### src/logic/pms_pkg.sv
// Constants and types shared by the power mode supervisor
package pms_pkg;
    localparam int unsigned CLK_HZ = 25000000;
    localparam int unsigned RESET_HOLD_US = 2000;
    localparam int unsigned RESET_HOLD_CYC = (RESET_HOLD_US * (CLK_HZ / 1000000));
    localparam int unsigned THERMAL_RESTART_CYC_DEF = 1000000;
    localparam int unsigned RESTART_WINDOW_CYC_DEF = 1500000000;
    localparam int unsigned FAIL_FILTER_CYC_DEF = 250;
    localparam int unsigned SHORT_DETECT_CYC_DEF = 5000;
    localparam int unsigned SILENCE_CYC_DEF = 25000;
    localparam logic [2:0] RESTART_FAIL_MAX = 3'h7;
    localparam logic RST_TRACK = 1'b0;
    localparam logic RST_VSEL = 1'b0;
    localparam logic [4:0] RST_MASK = 5'h00;
    localparam int unsigned CNT_W = 32;

    typedef enum logic [2:0] {
        PMS_ACTIVE,
        PMS_DEBUG,
        PMS_REG_STBY,
        PMS_BAT_STBY,
        PMS_THERM_OFF
    } pms_mode_t;
endpackage : pms_pkg

### src/logic/pms_supervisor.sv
// Power mode supervisor: regulators, thermal, modes, interrupt, reset
//
// Functional notes
// Aux regulator runs independent when track select is 0 (reset), tracks main when 1.
// Software sets tracking only when aux and main levels match.
// Voltage-select bit chooses aux level between 5 V and 3.3 V.
// Thermal stage one: high-sides, aux regulator, transmitters off; main stays on.
// Thermal stage one holds both transceivers receive-only.
// Thermal stage two: main off and every wake source disabled.
// Main restarts after delay; seven failures in a minute force battery standby.
// Regulator low beyond fail filter latches fail bit until clear command.
// Low beyond short-detect time after turn-on declares short, regulator off.
// Main short: battery standby, forced-sleep and main fail bits set.
// Aux short sets aux short and aux fail bits.
// Short detection ends once output rises above fail threshold.
// Debug high: watchdog off, all functions on, CAN enabled by default.
// Debug low again: watchdog restarts with long open window.
// Standby commands enter regulated standby at chip-select rise, long window starts.
// Regulated standby: watchdog off when load low, or at entry if monitor disabled.
// Monitor-disable write works only in first command after unlock; unlock then clears.
// Regulated standby: transmitters off, high-sides and aux keep programmed state.
// Wake returns to active and pulls interrupt; wake-only mode pulls interrupt only.
// Active interrupt follows five latched flags, each masked, masks shared.
// CAN silence beyond limit sets timeout flag and pulses interrupt unless masked.
// Load rise in regulated standby: stay, long window, no interrupt.
// Leaving battery standby holds reset low until 2 ms after main is up.
`timescale 1ns/1ps
module pms_supervisor #(
    parameter int unsigned THERMAL_RESTART_CYC = pms_pkg::THERMAL_RESTART_CYC_DEF,
    parameter int unsigned RESTART_WINDOW_CYC = pms_pkg::RESTART_WINDOW_CYC_DEF,
    parameter int unsigned FAIL_FILTER_CYC = pms_pkg::FAIL_FILTER_CYC_DEF,
    parameter int unsigned SHORT_DETECT_CYC = pms_pkg::SHORT_DETECT_CYC_DEF,
    parameter int unsigned SILENCE_CYC = pms_pkg::SILENCE_CYC_DEF,
    parameter int unsigned RESET_HOLD = pms_pkg::RESET_HOLD_CYC
) (
    // Clock and reset
    input wire logic clk_i,
    input wire logic rst_i,
    // Pins and analog monitors (asynchronous)
    input wire logic chip_select_n_i,
    input wire logic debug_i,
    input wire logic thermal_stage_one_i,
    input wire logic thermal_stage_two_i,
    input wire logic main_below_fail_i,
    input wire logic aux_below_fail_i,
    input wire logic load_above_threshold_i,
    input wire logic can_activity_i,
    input wire logic wake_event_i,
    // Control bits from serial command decoder
    input wire logic cmd_done_i,
    input wire logic aux_track_select_i,
    input wire logic aux_voltage_select_i,
    input wire logic standby_kind_select_i,
    input wire logic standby_go_i,
    input wire logic load_monitor_disable_wr_i,
    input wire logic load_monitor_unlock_wr_i,
    input wire logic wake_interrupt_only_i,
    input wire logic fail_clear_i,
    input wire logic aux_enable_i,
    input wire logic [4:0] global_flags_i,
    input wire logic [4:0] flag_mask_i,
    input wire logic can_timeout_irq_mask_i,
    input wire logic wake_irq_mask_i,
    input wire logic can_timeout_clear_i,
    // Regulator and output controls
    output logic main_ldo_on_o,
    output logic aux_regulator_on_o,
    output logic aux_track_o,
    output logic aux_voltage_o,
    output logic outputs_allowed_o,
    output logic transceiver_tx_en_o,
    output logic transceiver_rx_only_o,
    output logic can_debug_enable_o,
    output logic wake_sources_en_o,
    // Watchdog control
    output logic watchdog_enable_o,
    output logic long_open_window_o,
    // Status
    output pms_pkg::pms_mode_t mode_o,
    output logic main_reg_fail_flag_o,
    output logic aux_reg_fail_flag_o,
    output logic aux_reg_short_flag_o,
    output logic forced_sleep_thermal_short_o,
    output logic can_timeout_flag_o,
    output logic load_monitor_disable_o,
    output logic load_monitor_unlock_o,
    output logic global_status_summary_o,
    // Open-drain pins and reset
    output logic interrupt_out_n_o,
    output logic interrupt_out_n_oe_o,
    output logic diag_out_n_o,
    output logic reset_out_n_o
);
    import pms_pkg::*;

    initial begin
        if (RESET_HOLD < 1 || FAIL_FILTER_CYC < 1 || SHORT_DETECT_CYC < 1 ||
            THERMAL_RESTART_CYC < 1 || SILENCE_CYC < 1 || RESTART_WINDOW_CYC < 1) begin
            $error("pms_supervisor: cycle counts must be at least 1");
        end
    end

    // Two-stage synchronisers for all pin-level inputs
    localparam int NS = 9;
    logic [NS-1:0] raw;
    logic [NS-1:0] s1_r;
    logic [NS-1:0] s2_r;
    assign raw = {chip_select_n_i, debug_i, thermal_stage_one_i, thermal_stage_two_i,
                  main_below_fail_i, aux_below_fail_i, load_above_threshold_i,
                  can_activity_i, wake_event_i};
    always_ff @(posedge clk_i) begin
        if (rst_i) begin
            s1_r <= {1'b1, {(NS-1){1'b0}}};
            s2_r <= {1'b1, {(NS-1){1'b0}}};
        end else begin
            s1_r <= raw;
            s2_r <= s1_r;
        end
    end
    logic csn_s, dbg_s, ts1_s, ts2_s, mlow_s, alow_s, load_s, can_s, wake_s;
    assign {csn_s, dbg_s, ts1_s, ts2_s, mlow_s, alow_s, load_s, can_s, wake_s} = s2_r;

    // Registered state
    pms_mode_t mode_r, mode_nxt;
    logic csn_d_r, dbg_d_r;
    logic stby_pend_r, stby_pend_nxt, stby_kind_r, stby_kind_nxt;
    logic mfail_r, mfail_nxt, afail_r, afail_nxt, ashort_r, ashort_nxt;
    logic fsleep_r, fsleep_nxt, can_timeout_flag_r, can_timeout_flag_nxt;
    logic lmd_r, lmd_nxt, unl_r, unl_nxt;
    logic wd_en_r, wd_en_nxt, lw_r, lw_nxt;
    logic irq_r, irq_nxt, rst_n_r, rst_n_nxt, aux_on_r, aux_on_nxt;
    logic mdet_r, mdet_nxt, adet_r, adet_nxt, rst_hold_r, rst_hold_nxt;
    logic load_d_r;
    logic [2:0] rfail_r, rfail_nxt;
    logic [CNT_W-1:0] tmr_r, tmr_nxt, win_r, win_nxt, rcnt_r, rcnt_nxt;

    // Filters: fail filter, short detect, CAN silence
    logic mfail_hit, afail_hit, mshort_hit, ashort_hit, silence_hit;
    pms_filter #(.CYCLES(FAIL_FILTER_CYC)) u_mfail (
        .clk_i(clk_i), .rst_i(rst_i), .cond_i(mlow_s && main_ldo_on_o), .hit_o(mfail_hit));
    pms_filter #(.CYCLES(FAIL_FILTER_CYC)) u_afail (
        .clk_i(clk_i), .rst_i(rst_i), .cond_i(alow_s && aux_on_r), .hit_o(afail_hit));
    pms_filter #(.CYCLES(SHORT_DETECT_CYC)) u_mshort (
        .clk_i(clk_i), .rst_i(rst_i), .cond_i(mlow_s && mdet_r), .hit_o(mshort_hit));
    pms_filter #(.CYCLES(SHORT_DETECT_CYC)) u_ashort (
        .clk_i(clk_i), .rst_i(rst_i), .cond_i(alow_s && adet_r), .hit_o(ashort_hit));
    pms_filter #(.CYCLES(SILENCE_CYC)) u_silence (
        .clk_i(clk_i), .rst_i(rst_i),
        .cond_i(!can_s && (mode_r == PMS_ACTIVE || mode_r == PMS_REG_STBY)),
        .hit_o(silence_hit));

    logic csn_rise, dbg_fall, load_rise, can_timeout_flag_set, flags_hit;
    assign csn_rise = csn_s && !csn_d_r;
    assign dbg_fall = !dbg_s && dbg_d_r;
    assign load_rise = load_s && !load_d_r;
    assign can_timeout_flag_set = silence_hit && !can_timeout_flag_r;
    assign flags_hit = |(global_flags_i & ~flag_mask_i);

    always_comb begin
        mode_nxt = mode_r;
        stby_pend_nxt = stby_pend_r;
        stby_kind_nxt = stby_kind_r;
        mfail_nxt = mfail_r;
        afail_nxt = afail_r;
        ashort_nxt = ashort_r;
        fsleep_nxt = fsleep_r;
        can_timeout_flag_nxt = can_timeout_flag_r;
        lmd_nxt = lmd_r;
        unl_nxt = unl_r;
        wd_en_nxt = wd_en_r;
        lw_nxt = 1'b0;
        irq_nxt = 1'b0;
        rst_n_nxt = rst_n_r;
        rst_hold_nxt = rst_hold_r;
        aux_on_nxt = aux_enable_i && !ashort_r;
        mdet_nxt = mdet_r;
        adet_nxt = adet_r;
        rfail_nxt = rfail_r;
        tmr_nxt = tmr_r;
        win_nxt = win_r;
        rcnt_nxt = rcnt_r;
        // Serial command side effects
        if (cmd_done_i) begin
            if (unl_r) begin
                unl_nxt = 1'b0;
                if (load_monitor_disable_wr_i) lmd_nxt = 1'b1;
            end else if (load_monitor_unlock_wr_i) begin
                unl_nxt = 1'b1;
            end
            if (standby_go_i) begin
                stby_pend_nxt = 1'b1;
                stby_kind_nxt = standby_kind_select_i;
            end
        end
        // Fail flags: clear loses to a fresh event
        if (fail_clear_i) begin
            mfail_nxt = 1'b0;
            afail_nxt = 1'b0;
            ashort_nxt = 1'b0;
            fsleep_nxt = 1'b0;
        end
        if (mfail_hit) mfail_nxt = 1'b1;
        if (afail_hit) afail_nxt = 1'b1;
        if (can_timeout_clear_i) can_timeout_flag_nxt = 1'b0;
        if (silence_hit) can_timeout_flag_nxt = 1'b1;
        if (can_timeout_flag_set && !can_timeout_irq_mask_i) irq_nxt = 1'b1;
        // Short detection window after turn-on
        if (!mlow_s) mdet_nxt = 1'b0;
        if (!alow_s) adet_nxt = 1'b0;
        if (aux_on_nxt && !aux_on_r) adet_nxt = 1'b1;
        if (ashort_hit) begin
            ashort_nxt = 1'b1;
            afail_nxt = 1'b1;
            aux_on_nxt = 1'b0;
            adet_nxt = 1'b0;
        end
        if (!aux_enable_i) aux_on_nxt = 1'b0;
        // Reset output release counter
        if (rst_hold_r) begin
            if (mlow_s) begin
                tmr_nxt = '0;
            end else if (tmr_r >= CNT_W'(RESET_HOLD - 1)) begin
                rst_hold_nxt = 1'b0;
                rst_n_nxt = 1'b1;
            end else begin
                tmr_nxt = tmr_r + CNT_W'(1);
            end
        end
        // Restart failure window
        if (rfail_r != 3'h0) begin
            if (rcnt_r >= CNT_W'(RESTART_WINDOW_CYC - 1)) begin
                rfail_nxt = 3'h0;
                rcnt_nxt = '0;
            end else begin
                rcnt_nxt = rcnt_r + CNT_W'(1);
            end
        end
        case (mode_r)
            PMS_ACTIVE, PMS_DEBUG, PMS_REG_STBY: begin
                if (mode_r == PMS_DEBUG && !dbg_s) begin
                    mode_nxt = PMS_ACTIVE;
                end
                if (mode_r == PMS_ACTIVE && dbg_s) begin
                    mode_nxt = PMS_DEBUG;
                    wd_en_nxt = 1'b0;
                end
                if (dbg_fall) begin
                    wd_en_nxt = 1'b1;
                    lw_nxt = 1'b1;
                end
                if (mode_r != PMS_REG_STBY && stby_pend_r && csn_rise) begin
                    stby_pend_nxt = 1'b0;
                    if (stby_kind_r) begin
                        mode_nxt = PMS_BAT_STBY;
                        rst_n_nxt = 1'b0;
                        wd_en_nxt = 1'b0;
                    end else begin
                        mode_nxt = PMS_REG_STBY;
                        wd_en_nxt = !lmd_r;
                        lw_nxt = !lmd_r;
                    end
                end
                if (mode_r == PMS_REG_STBY) begin
                    if (load_rise && !lmd_r) begin
                        wd_en_nxt = 1'b1;
                        lw_nxt = 1'b1;
                    end else if (!load_s && !lmd_r) begin
                        wd_en_nxt = 1'b0;
                    end
                    if (wake_s) begin
                        if (!wake_irq_mask_i) irq_nxt = 1'b1;
                        if (!wake_interrupt_only_i) begin
                            mode_nxt = PMS_ACTIVE;
                            wd_en_nxt = 1'b1;
                            lw_nxt = 1'b1;
                        end
                    end
                end
                if (mshort_hit) begin
                    mode_nxt = PMS_BAT_STBY;
                    fsleep_nxt = 1'b1;
                    mfail_nxt = 1'b1;
                    rst_n_nxt = 1'b0;
                    wd_en_nxt = 1'b0;
                    mdet_nxt = 1'b0;
                end else if (ts2_s) begin
                    mode_nxt = PMS_THERM_OFF;
                    tmr_nxt = '0;
                    rst_n_nxt = 1'b0;
                    wd_en_nxt = 1'b0;
                end
            end
            PMS_THERM_OFF: begin
                if (ts2_s) begin
                    tmr_nxt = '0;
                end else if (tmr_r >= CNT_W'(THERMAL_RESTART_CYC - 1)) begin
                    if (rfail_r == RESTART_FAIL_MAX) begin
                        mode_nxt = PMS_BAT_STBY;
                        fsleep_nxt = 1'b1;
                    end else begin
                        mode_nxt = PMS_ACTIVE;
                        rst_hold_nxt = 1'b1;
                        mdet_nxt = 1'b1;
                        wd_en_nxt = 1'b1;
                        lw_nxt = 1'b1;
                    end
                    rfail_nxt = rfail_r + 3'h1;
                    tmr_nxt = '0;
                end else begin
                    tmr_nxt = tmr_r + CNT_W'(1);
                end
            end
            PMS_BAT_STBY: begin
                if (wake_s) begin
                    mode_nxt = PMS_ACTIVE;
                    rst_hold_nxt = 1'b1;
                    tmr_nxt = '0;
                    mdet_nxt = 1'b1;
                    wd_en_nxt = 1'b1;
                    lw_nxt = 1'b1;
                end
            end
            default: mode_nxt = PMS_ACTIVE;
        endcase
        if (mode_nxt == PMS_BAT_STBY || ts1_s) aux_on_nxt = 1'b0;
    end

    always_ff @(posedge clk_i) begin
        if (rst_i) begin
            mode_r <= PMS_ACTIVE;
            csn_d_r <= 1'b1;
            dbg_d_r <= 1'b0;
            load_d_r <= 1'b0;
            stby_pend_r <= 1'b0;
            stby_kind_r <= 1'b0;
            mfail_r <= 1'b0;
            afail_r <= 1'b0;
            ashort_r <= 1'b0;
            fsleep_r <= 1'b0;
            can_timeout_flag_r <= 1'b0;
            lmd_r <= 1'b0;
            unl_r <= 1'b0;
            wd_en_r <= 1'b1;
            lw_r <= 1'b1;
            irq_r <= 1'b0;
            rst_n_r <= 1'b0;
            rst_hold_r <= 1'b1;
            aux_on_r <= 1'b0;
            mdet_r <= 1'b1;
            adet_r <= 1'b0;
            rfail_r <= 3'h0;
            tmr_r <= '0;
            win_r <= '0;
            rcnt_r <= '0;
        end else begin
            mode_r <= mode_nxt;
            csn_d_r <= csn_s;
            dbg_d_r <= dbg_s;
            load_d_r <= load_s;
            stby_pend_r <= stby_pend_nxt;
            stby_kind_r <= stby_kind_nxt;
            mfail_r <= mfail_nxt;
            afail_r <= afail_nxt;
            ashort_r <= ashort_nxt;
            fsleep_r <= fsleep_nxt;
            can_timeout_flag_r <= can_timeout_flag_nxt;
            lmd_r <= lmd_nxt;
            unl_r <= unl_nxt;
            wd_en_r <= wd_en_nxt;
            lw_r <= lw_nxt;
            irq_r <= irq_nxt;
            rst_n_r <= rst_n_nxt;
            rst_hold_r <= rst_hold_nxt;
            aux_on_r <= aux_on_nxt;
            mdet_r <= mdet_nxt;
            adet_r <= adet_nxt;
            rfail_r <= rfail_nxt;
            tmr_r <= tmr_nxt;
            win_r <= win_nxt;
            rcnt_r <= rcnt_nxt;
        end
    end

    // Outputs
    logic stby, therm_off, int_low;
    assign stby = (mode_r == PMS_REG_STBY) || (mode_r == PMS_BAT_STBY);
    assign therm_off = (mode_r == PMS_THERM_OFF);
    assign main_ldo_on_o = (mode_r != PMS_BAT_STBY) && !therm_off;
    assign aux_regulator_on_o = aux_on_r;
    assign aux_track_o = aux_track_select_i;
    assign aux_voltage_o = aux_voltage_select_i;
    assign outputs_allowed_o = !ts1_s && !therm_off && (mode_r != PMS_BAT_STBY);
    assign transceiver_tx_en_o = !stby && !ts1_s && !therm_off;
    assign transceiver_rx_only_o = ts1_s;
    assign can_debug_enable_o = (mode_r == PMS_DEBUG);
    assign wake_sources_en_o = !therm_off;
    assign watchdog_enable_o = wd_en_r;
    assign long_open_window_o = lw_r;
    assign mode_o = mode_r;
    assign main_reg_fail_flag_o = mfail_r;
    assign aux_reg_fail_flag_o = afail_r;
    assign aux_reg_short_flag_o = ashort_r;
    assign forced_sleep_thermal_short_o = fsleep_r;
    assign can_timeout_flag_o = can_timeout_flag_r;
    assign load_monitor_disable_o = lmd_r;
    assign load_monitor_unlock_o = unl_r;
    assign global_status_summary_o = !flags_hit;
    assign int_low = irq_r || (mode_r == PMS_ACTIVE && flags_hit);
    assign interrupt_out_n_o = 1'b0;
    assign interrupt_out_n_oe_o = !int_low;
    assign diag_out_n_o = !flags_hit;
    assign reset_out_n_o = rst_n_r;

    a_reset_hold: assert property (@(posedge clk_i) disable iff (rst_i)
        $rose(rst_hold_r) |=> !reset_out_n_o) else $error("reset released early");
    a_thermal_two: assert property (@(posedge clk_i) disable iff (rst_i)
        therm_off |-> !main_ldo_on_o && !wake_sources_en_o)
        else $error("main on in thermal off");
    a_stage_one: assert property (@(posedge clk_i) disable iff (rst_i)
        ts1_s |-> !outputs_allowed_o && transceiver_rx_only_o && !transceiver_tx_en_o)
        else $error("stage one outputs active");
    a_aux_short: assert property (@(posedge clk_i) disable iff (rst_i)
        ashort_hit |=> aux_reg_short_flag_o && aux_reg_fail_flag_o && !aux_regulator_on_o)
        else $error("aux short not handled");
    a_main_short: assert property (@(posedge clk_i) disable iff (rst_i)
        (mshort_hit && mode_r == PMS_ACTIVE) |=> mode_r == PMS_BAT_STBY && fsleep_r && mfail_r)
        else $error("main short not handled");
    a_fail_latch: assert property (@(posedge clk_i) disable iff (rst_i)
        (mfail_r && !fail_clear_i) |=> mfail_r) else $error("fail flag dropped");
    a_unlock_once: assert property (@(posedge clk_i) disable iff (rst_i)
        (unl_r && cmd_done_i) |=> !unl_r) else $error("unlock not cleared");
    a_standby_entry: assert property (@(posedge clk_i) disable iff (rst_i)
        (mode_r == PMS_ACTIVE && stby_pend_r && !stby_kind_r && csn_rise && !mshort_hit && !ts2_s)
        |=> mode_r == PMS_REG_STBY && !transceiver_tx_en_o)
        else $error("standby not entered");
    a_can_timeout_flag_irq: assert property (@(posedge clk_i) disable iff (rst_i)
        (can_timeout_flag_set && !can_timeout_irq_mask_i) |=> !interrupt_out_n_oe_o)
        else $error("timeout interrupt missing");
endmodule : pms_supervisor

### src/logic/pms_filter.sv
// Persistence timer: asserts when a condition has held for a set number of cycles
`timescale 1ns/1ps
module pms_filter #(
    parameter int unsigned CYCLES = 16
) (
    // Clock and reset
    input wire logic clk_i,
    input wire logic rst_i,
    // Condition and result
    input wire logic cond_i,
    output logic hit_o
);
    import pms_pkg::*;
    logic [CNT_W-1:0] cnt_r;
    logic [CNT_W-1:0] cnt_nxt;

    initial begin
        if (CYCLES < 1) $error("pms_filter: CYCLES must be at least 1");
    end

    always_comb begin
        if (!cond_i) begin
            cnt_nxt = '0;
        end else if (cnt_r < CNT_W'(CYCLES)) begin
            cnt_nxt = cnt_r + CNT_W'(1);
        end else begin
            cnt_nxt = cnt_r;
        end
    end

    always_ff @(posedge clk_i) begin
        if (rst_i) begin
            cnt_r <= '0;
        end else begin
            cnt_r <= cnt_nxt;
        end
    end

    assign hit_o = cond_i && (cnt_r >= CNT_W'(CYCLES));
endmodule : pms_filter

### config.mk
export PLATFORM = sky130hd
export DESIGN_NAME = pms_supervisor
export DESIGN_NICKNAME = d
export VERILOG_FILES = /design/src/logic/pms_pkg.sv /design/src/logic/pms_supervisor.sv /design/src/logic/pms_filter.sv
export SDC_FILE = /design/constraint.sdc
export NUM_CORES = 1
export LEC_CHECK = 0
export ABC_AREA = 1
export BUFFER_PORTS_ARGS = -buffer_cell sky130_fd_sc_hd__buf_2
export CORE_MARGIN = 2
export CORE_UTILIZATION = 56
export DETAILED_ROUTE_END_ITERATION = 16
export PLACE_DENSITY = 0.77
export SETUP_SLACK_MARGIN = 0.05
export SYNTH_ARGS = -nofsm -noshare
export SYNTH_HDL_FRONTEND = slang
export SYNTH_HIERARCHICAL = 1
export SYNTH_SLANG_ARGS = --single-unit
export TNS_END_PERCENT = 20
### constraint.sdc
create_clock -name clk_i -period 1.9 [get_ports clk_i]
set_clock_uncertainty 0.05 [all_clocks]
set_input_delay 0.57 -clock clk_i [delete_from_list [all_inputs] [get_ports clk_i]]
set_output_delay 0.57 -clock clk_i [all_outputs]
set_load 0.005 [all_outputs]
==> flow_metrics.env <==
export IMPL_hold_class="in2reg"
export IMPL_critPathLaunchType="register"
export IMPL_syn_area_sq_um=13140
export IMPL_wl_mm=30.22
export IMPL_cts_tree="yes"
export IMPL_ys_types=49
export IMPL_dieArea_sq_um=24700
export IMPL_power_density_nw_per_um2=776.1
export IMPL_drv_cap=0
export IMPL_synth_edff_count=0
export IMPL_status="complete, but fails checks"
export IMPL_antenna_found_initial=0
export IMPL_clockRootBuffer="clkbuf_16"
export IMPL_crit_type="reg2out"
export IMPL_slowest_delay_ns=0.36
export IMPL_num_vias=11947
export IMPL_crit_fanout=4
export IMPL_worstPathCellList="buf_4 -> nand3_4 -> inv_2 -> nor3_4 -> buf_6"
export IMPL_dp_hpwl_mm=20.90
export IMPL_worstPathArrival_ns=1.59
export IMPL_synth_seq_cells=268
export IMPL_syn_area_per_cell_sq_um=6.831
export IMPL_muxShareOfSynthArea_pct=0
export IMPL_multi_input_area_sq_um=6744
export IMPL_num_rows=56
export IMPL_chipWidth_um=157.2
export IMPL_clkPwrFrac_pct=49.0
export IMPL_grt_use_total_pct=24.32
export IMPL_vias_per_cell=4.984
export IMPL_hold_viol=0
export IMPL_whs_ns=0.1547
export IMPL_grt_start_max_net_pins=32
export IMPL_syn_nets=1972
export IMPL_slew_viol_final=0
export IMPL_ys_flop_type="dfxtp_1"
export IMPL_syn_inst=1923
export IMPL_synth_adder_area_share_pct=1.429
export IMPL_regArea_sq_um=5380
export IMPL_grt_pass1_vias=11416
export IMPL_grt_pass1_wl_mm=50.20
export IMPL_dr_pass1_iters=5
export IMPL_rsz0062_at_grt="yes"
export IMPL_area_growth_pct=20.64
export IMPL_crit_path_end_kind="output port"
export IMPL_start_util_pct=56.47
export IMPL_place_ws_ns=-0.09631
export IMPL_fill_cells=1937
export IMPL_numClockSinks=268
export IMPL_clk_path_buf_depth=3
export IMPL_htree_num_levels=1
export IMPL_synthArstFlopShare_pct=0
export IMPL_holdBufCountCts=0
export IMPL_io_pins=60
export IMPL_p_seq_share_pct=46.4
export IMPL_setup_violations=33
export IMPL_drtAntennaViolNets=0
export IMPL_peakVddDrop_uv=674.7
export IMPL_final_nets=2107
export IMPL_ys_seq_area_share_pct=40.85
export IMPL_worst_slack_ns=-0.3126
export IMPL_cts_made_buffers=28
export IMPL_place_gp_congestion=0.9026
export IMPL_grt_overflow=0
export IMPL_ys_top_cells_by_area="dfxtp_1 41%, nand2_1 11%, nor2_1 11%"
export IMPL_core_area_sq_um=23260
export IMPL_clock_fmax_mhz=452.0
export IMPL_clkTransAtPathRegs_ns=0.06
export IMPL_synthSimpleGateAreaFrac_pct=36.28
export IMPL_post_drt_wl_per_cell_um=12.61
export IMPL_clkLatencyLatePin_ns=0.55
export IMPL_power_leakage_uw=0.006561
export IMPL_drtIter0Drc=660
export IMPL_fin_setup_tns_ns=-5.062
export IMPL_synth_compound_area_share_pct=7.573
export IMPL_post_route_period_util_pct=116.5
export IMPL_critical_path_slowest_cell="dfxtp_4"
export IMPL_violations="negative setup slack"
export IMPL_port_buffer_count=54
export IMPL_yosys_area_share_xor_xnor_pct=3.134
export IMPL_yosys_area_top_type="dfxtp_1"
export IMPL_p_comb_share_pct=4.6
export IMPL_antenna_cells=0
export IMPL_power_switching_uw=2656
export IMPL_sw_frac_of_total_pct=21.60
export IMPL_drive_gt1_share_pct=20.60
export IMPL_synth_top_area_share_pct=40.85
export IMPL_synth_top_family_by_area="simple AND/OR/NAND/NOR gates"
export IMPL_drcViolationCount=0
export IMPL_die_h_um=157.2
export IMPL_period_minus_slack_ns=2.213
export IMPL_internal_power_uw=9642
export IMPL_yosys_warnings=6
export IMPL_cp_data_required_time_ns=1.28
[layout by cell type (no fill, tap or decap), types with 3 or more instances in the layout]
cell type / count
bufinv_16: 7
clkbuf_16: 28
a21oi_1: 67
clkinv_2: 3
nor2_1: 352
xor2_1: 37
or2_2: 5
nand3_2: 13
xnor2_1: 10
a21oi_2: 34
buf_4: 76
buf_6: 13
inv_2: 24
inv_1: 281
buf_2: 51
nand3_1: 124
dfxtp_2: 6
o21ai_2: 4
clkbuf_1: 5
nor2_4: 21
o21bai_1: 3
clkinvlp_4: 3
nand3b_1: 9
buf_12: 6
o21ai_1: 13
nand3_4: 4
clkinv_4: 3
ha_1: 14
nand4_1: 17
nor3_1: 24
inv_4: 4
nand2_4: 12
nor2_8: 3
dfxtp_1: 260
o21ai_0: 40
nand2_2: 44
nor2_2: 31
nand2_1: 384
nor3_4: 3
nor3_2: 11
[flip-flops by register name (all words and copies together), names as in the netlist, 9 cells and up]
name / cells
rcnt_r: 32
s1_r: 9
s2_r: 9
tmr_r: 32
u_afail/cnt_r: 32
u_ashort/cnt_r: 32
u_mfail/cnt_r: 32
u_mshort/cnt_r: 32
u_silence/cnt_r: 32
[cell families after synthesis]
logic type / count (synthesis)
flops: 268
xor+xnor: 47
compound gates: 171
fa+ha+maj: 15
other cells: 1
buf+inv: 354
simple gates: 1067
[layout make-up]
cell class / count / share of cell area, %
inverter: 312 / 7.541
tap: 319 / 2.519
clock buffer: 35 / 4.714
sequential: 268 / 33.95
multi-input combinational: 1301 / 42.56
clock inverter: 15 / 1.729
timing repair buffer: 147 / 6.988
[synthesized netlist by cell type (all sizes together), types with 3 or more instances]
cell type / number
nor3: 38
or2: 7
xor2: 37
nand3b: 9
inv: 311
buf: 17
nand2: 441
xnor2: 10
o21ai: 58
nand3: 141
ha: 15
nor2: 407
o21bai: 4
a21oi: 101
o22ai: 3
clkbuf: 25
dfxtp: 268
nand4: 20
[layer usage]
| layer | global-route usage (%) | part of all wire, % |
|---|---|---|
| met5 | 0 | 0 |
| met4 | 8.571 | 2.4 |
| met3 | 3.744 | 4.6 |
| met2 | 43.34 | 49 |
| met1 | 29.84 | 44 |
[worst max-delay path, delay by kind of cell, from the launching register on]
kind                   cells  cell delay, ns
flip-flops                 1            0.36
AND/OR/NAND/NOR            2            0.32
buffers and inverters      3            0.36
[power groups by stage]
| stage | Combinational (uW) | Sequential, uW | Clock [uW] |
|---|---|---|---|
| finish | 567 | 5710 | 6020 |
| global route | 621 | 5710 | 6360 |
| CTS | 532 | 5700 | 6130 |
| detailed placement | 464 | 5830 | 0 |
| global placement | 451 | 5830 | 0 |
| floorplan | 259 | 5820 | 0 |
[stage by stage]
stage	util [%]	total power, uW	cells	cell area [sq um]
floorplan	-	6083	1923	13170
global placement	61.26	6278	2332	14250
detailed placement	61.26	6293	2332	14250
CTS	66.88	12360	2394	15560
global route	68.12	12690	2397	15850
finish	68.12	12300	2397	15850
[timing repair]
item | CTS | global route
hold endpoints to repair | 0 | 0
cloned | 1 | 0
pin swaps | 18 | 22
endpoints found under the setup margin | 46 | 74
gates resized for setup | 61 | 84
buffers inserted | 14 | 9
[final timing paths]
path,from,slack (ns),cells after the start,to
min,chip_select_n_i,0.15,2,s1_r[8]
max reg2reg,mode_o[2],-0.21,16,tmr_r[15]
max,mode_o[1],-0.31,5,transceiver_tx_en_o
min reg2reg,s1_r[5],0.35,2,s2_r[5]
No activity file was read; power rests on OpenSTA's default activity.
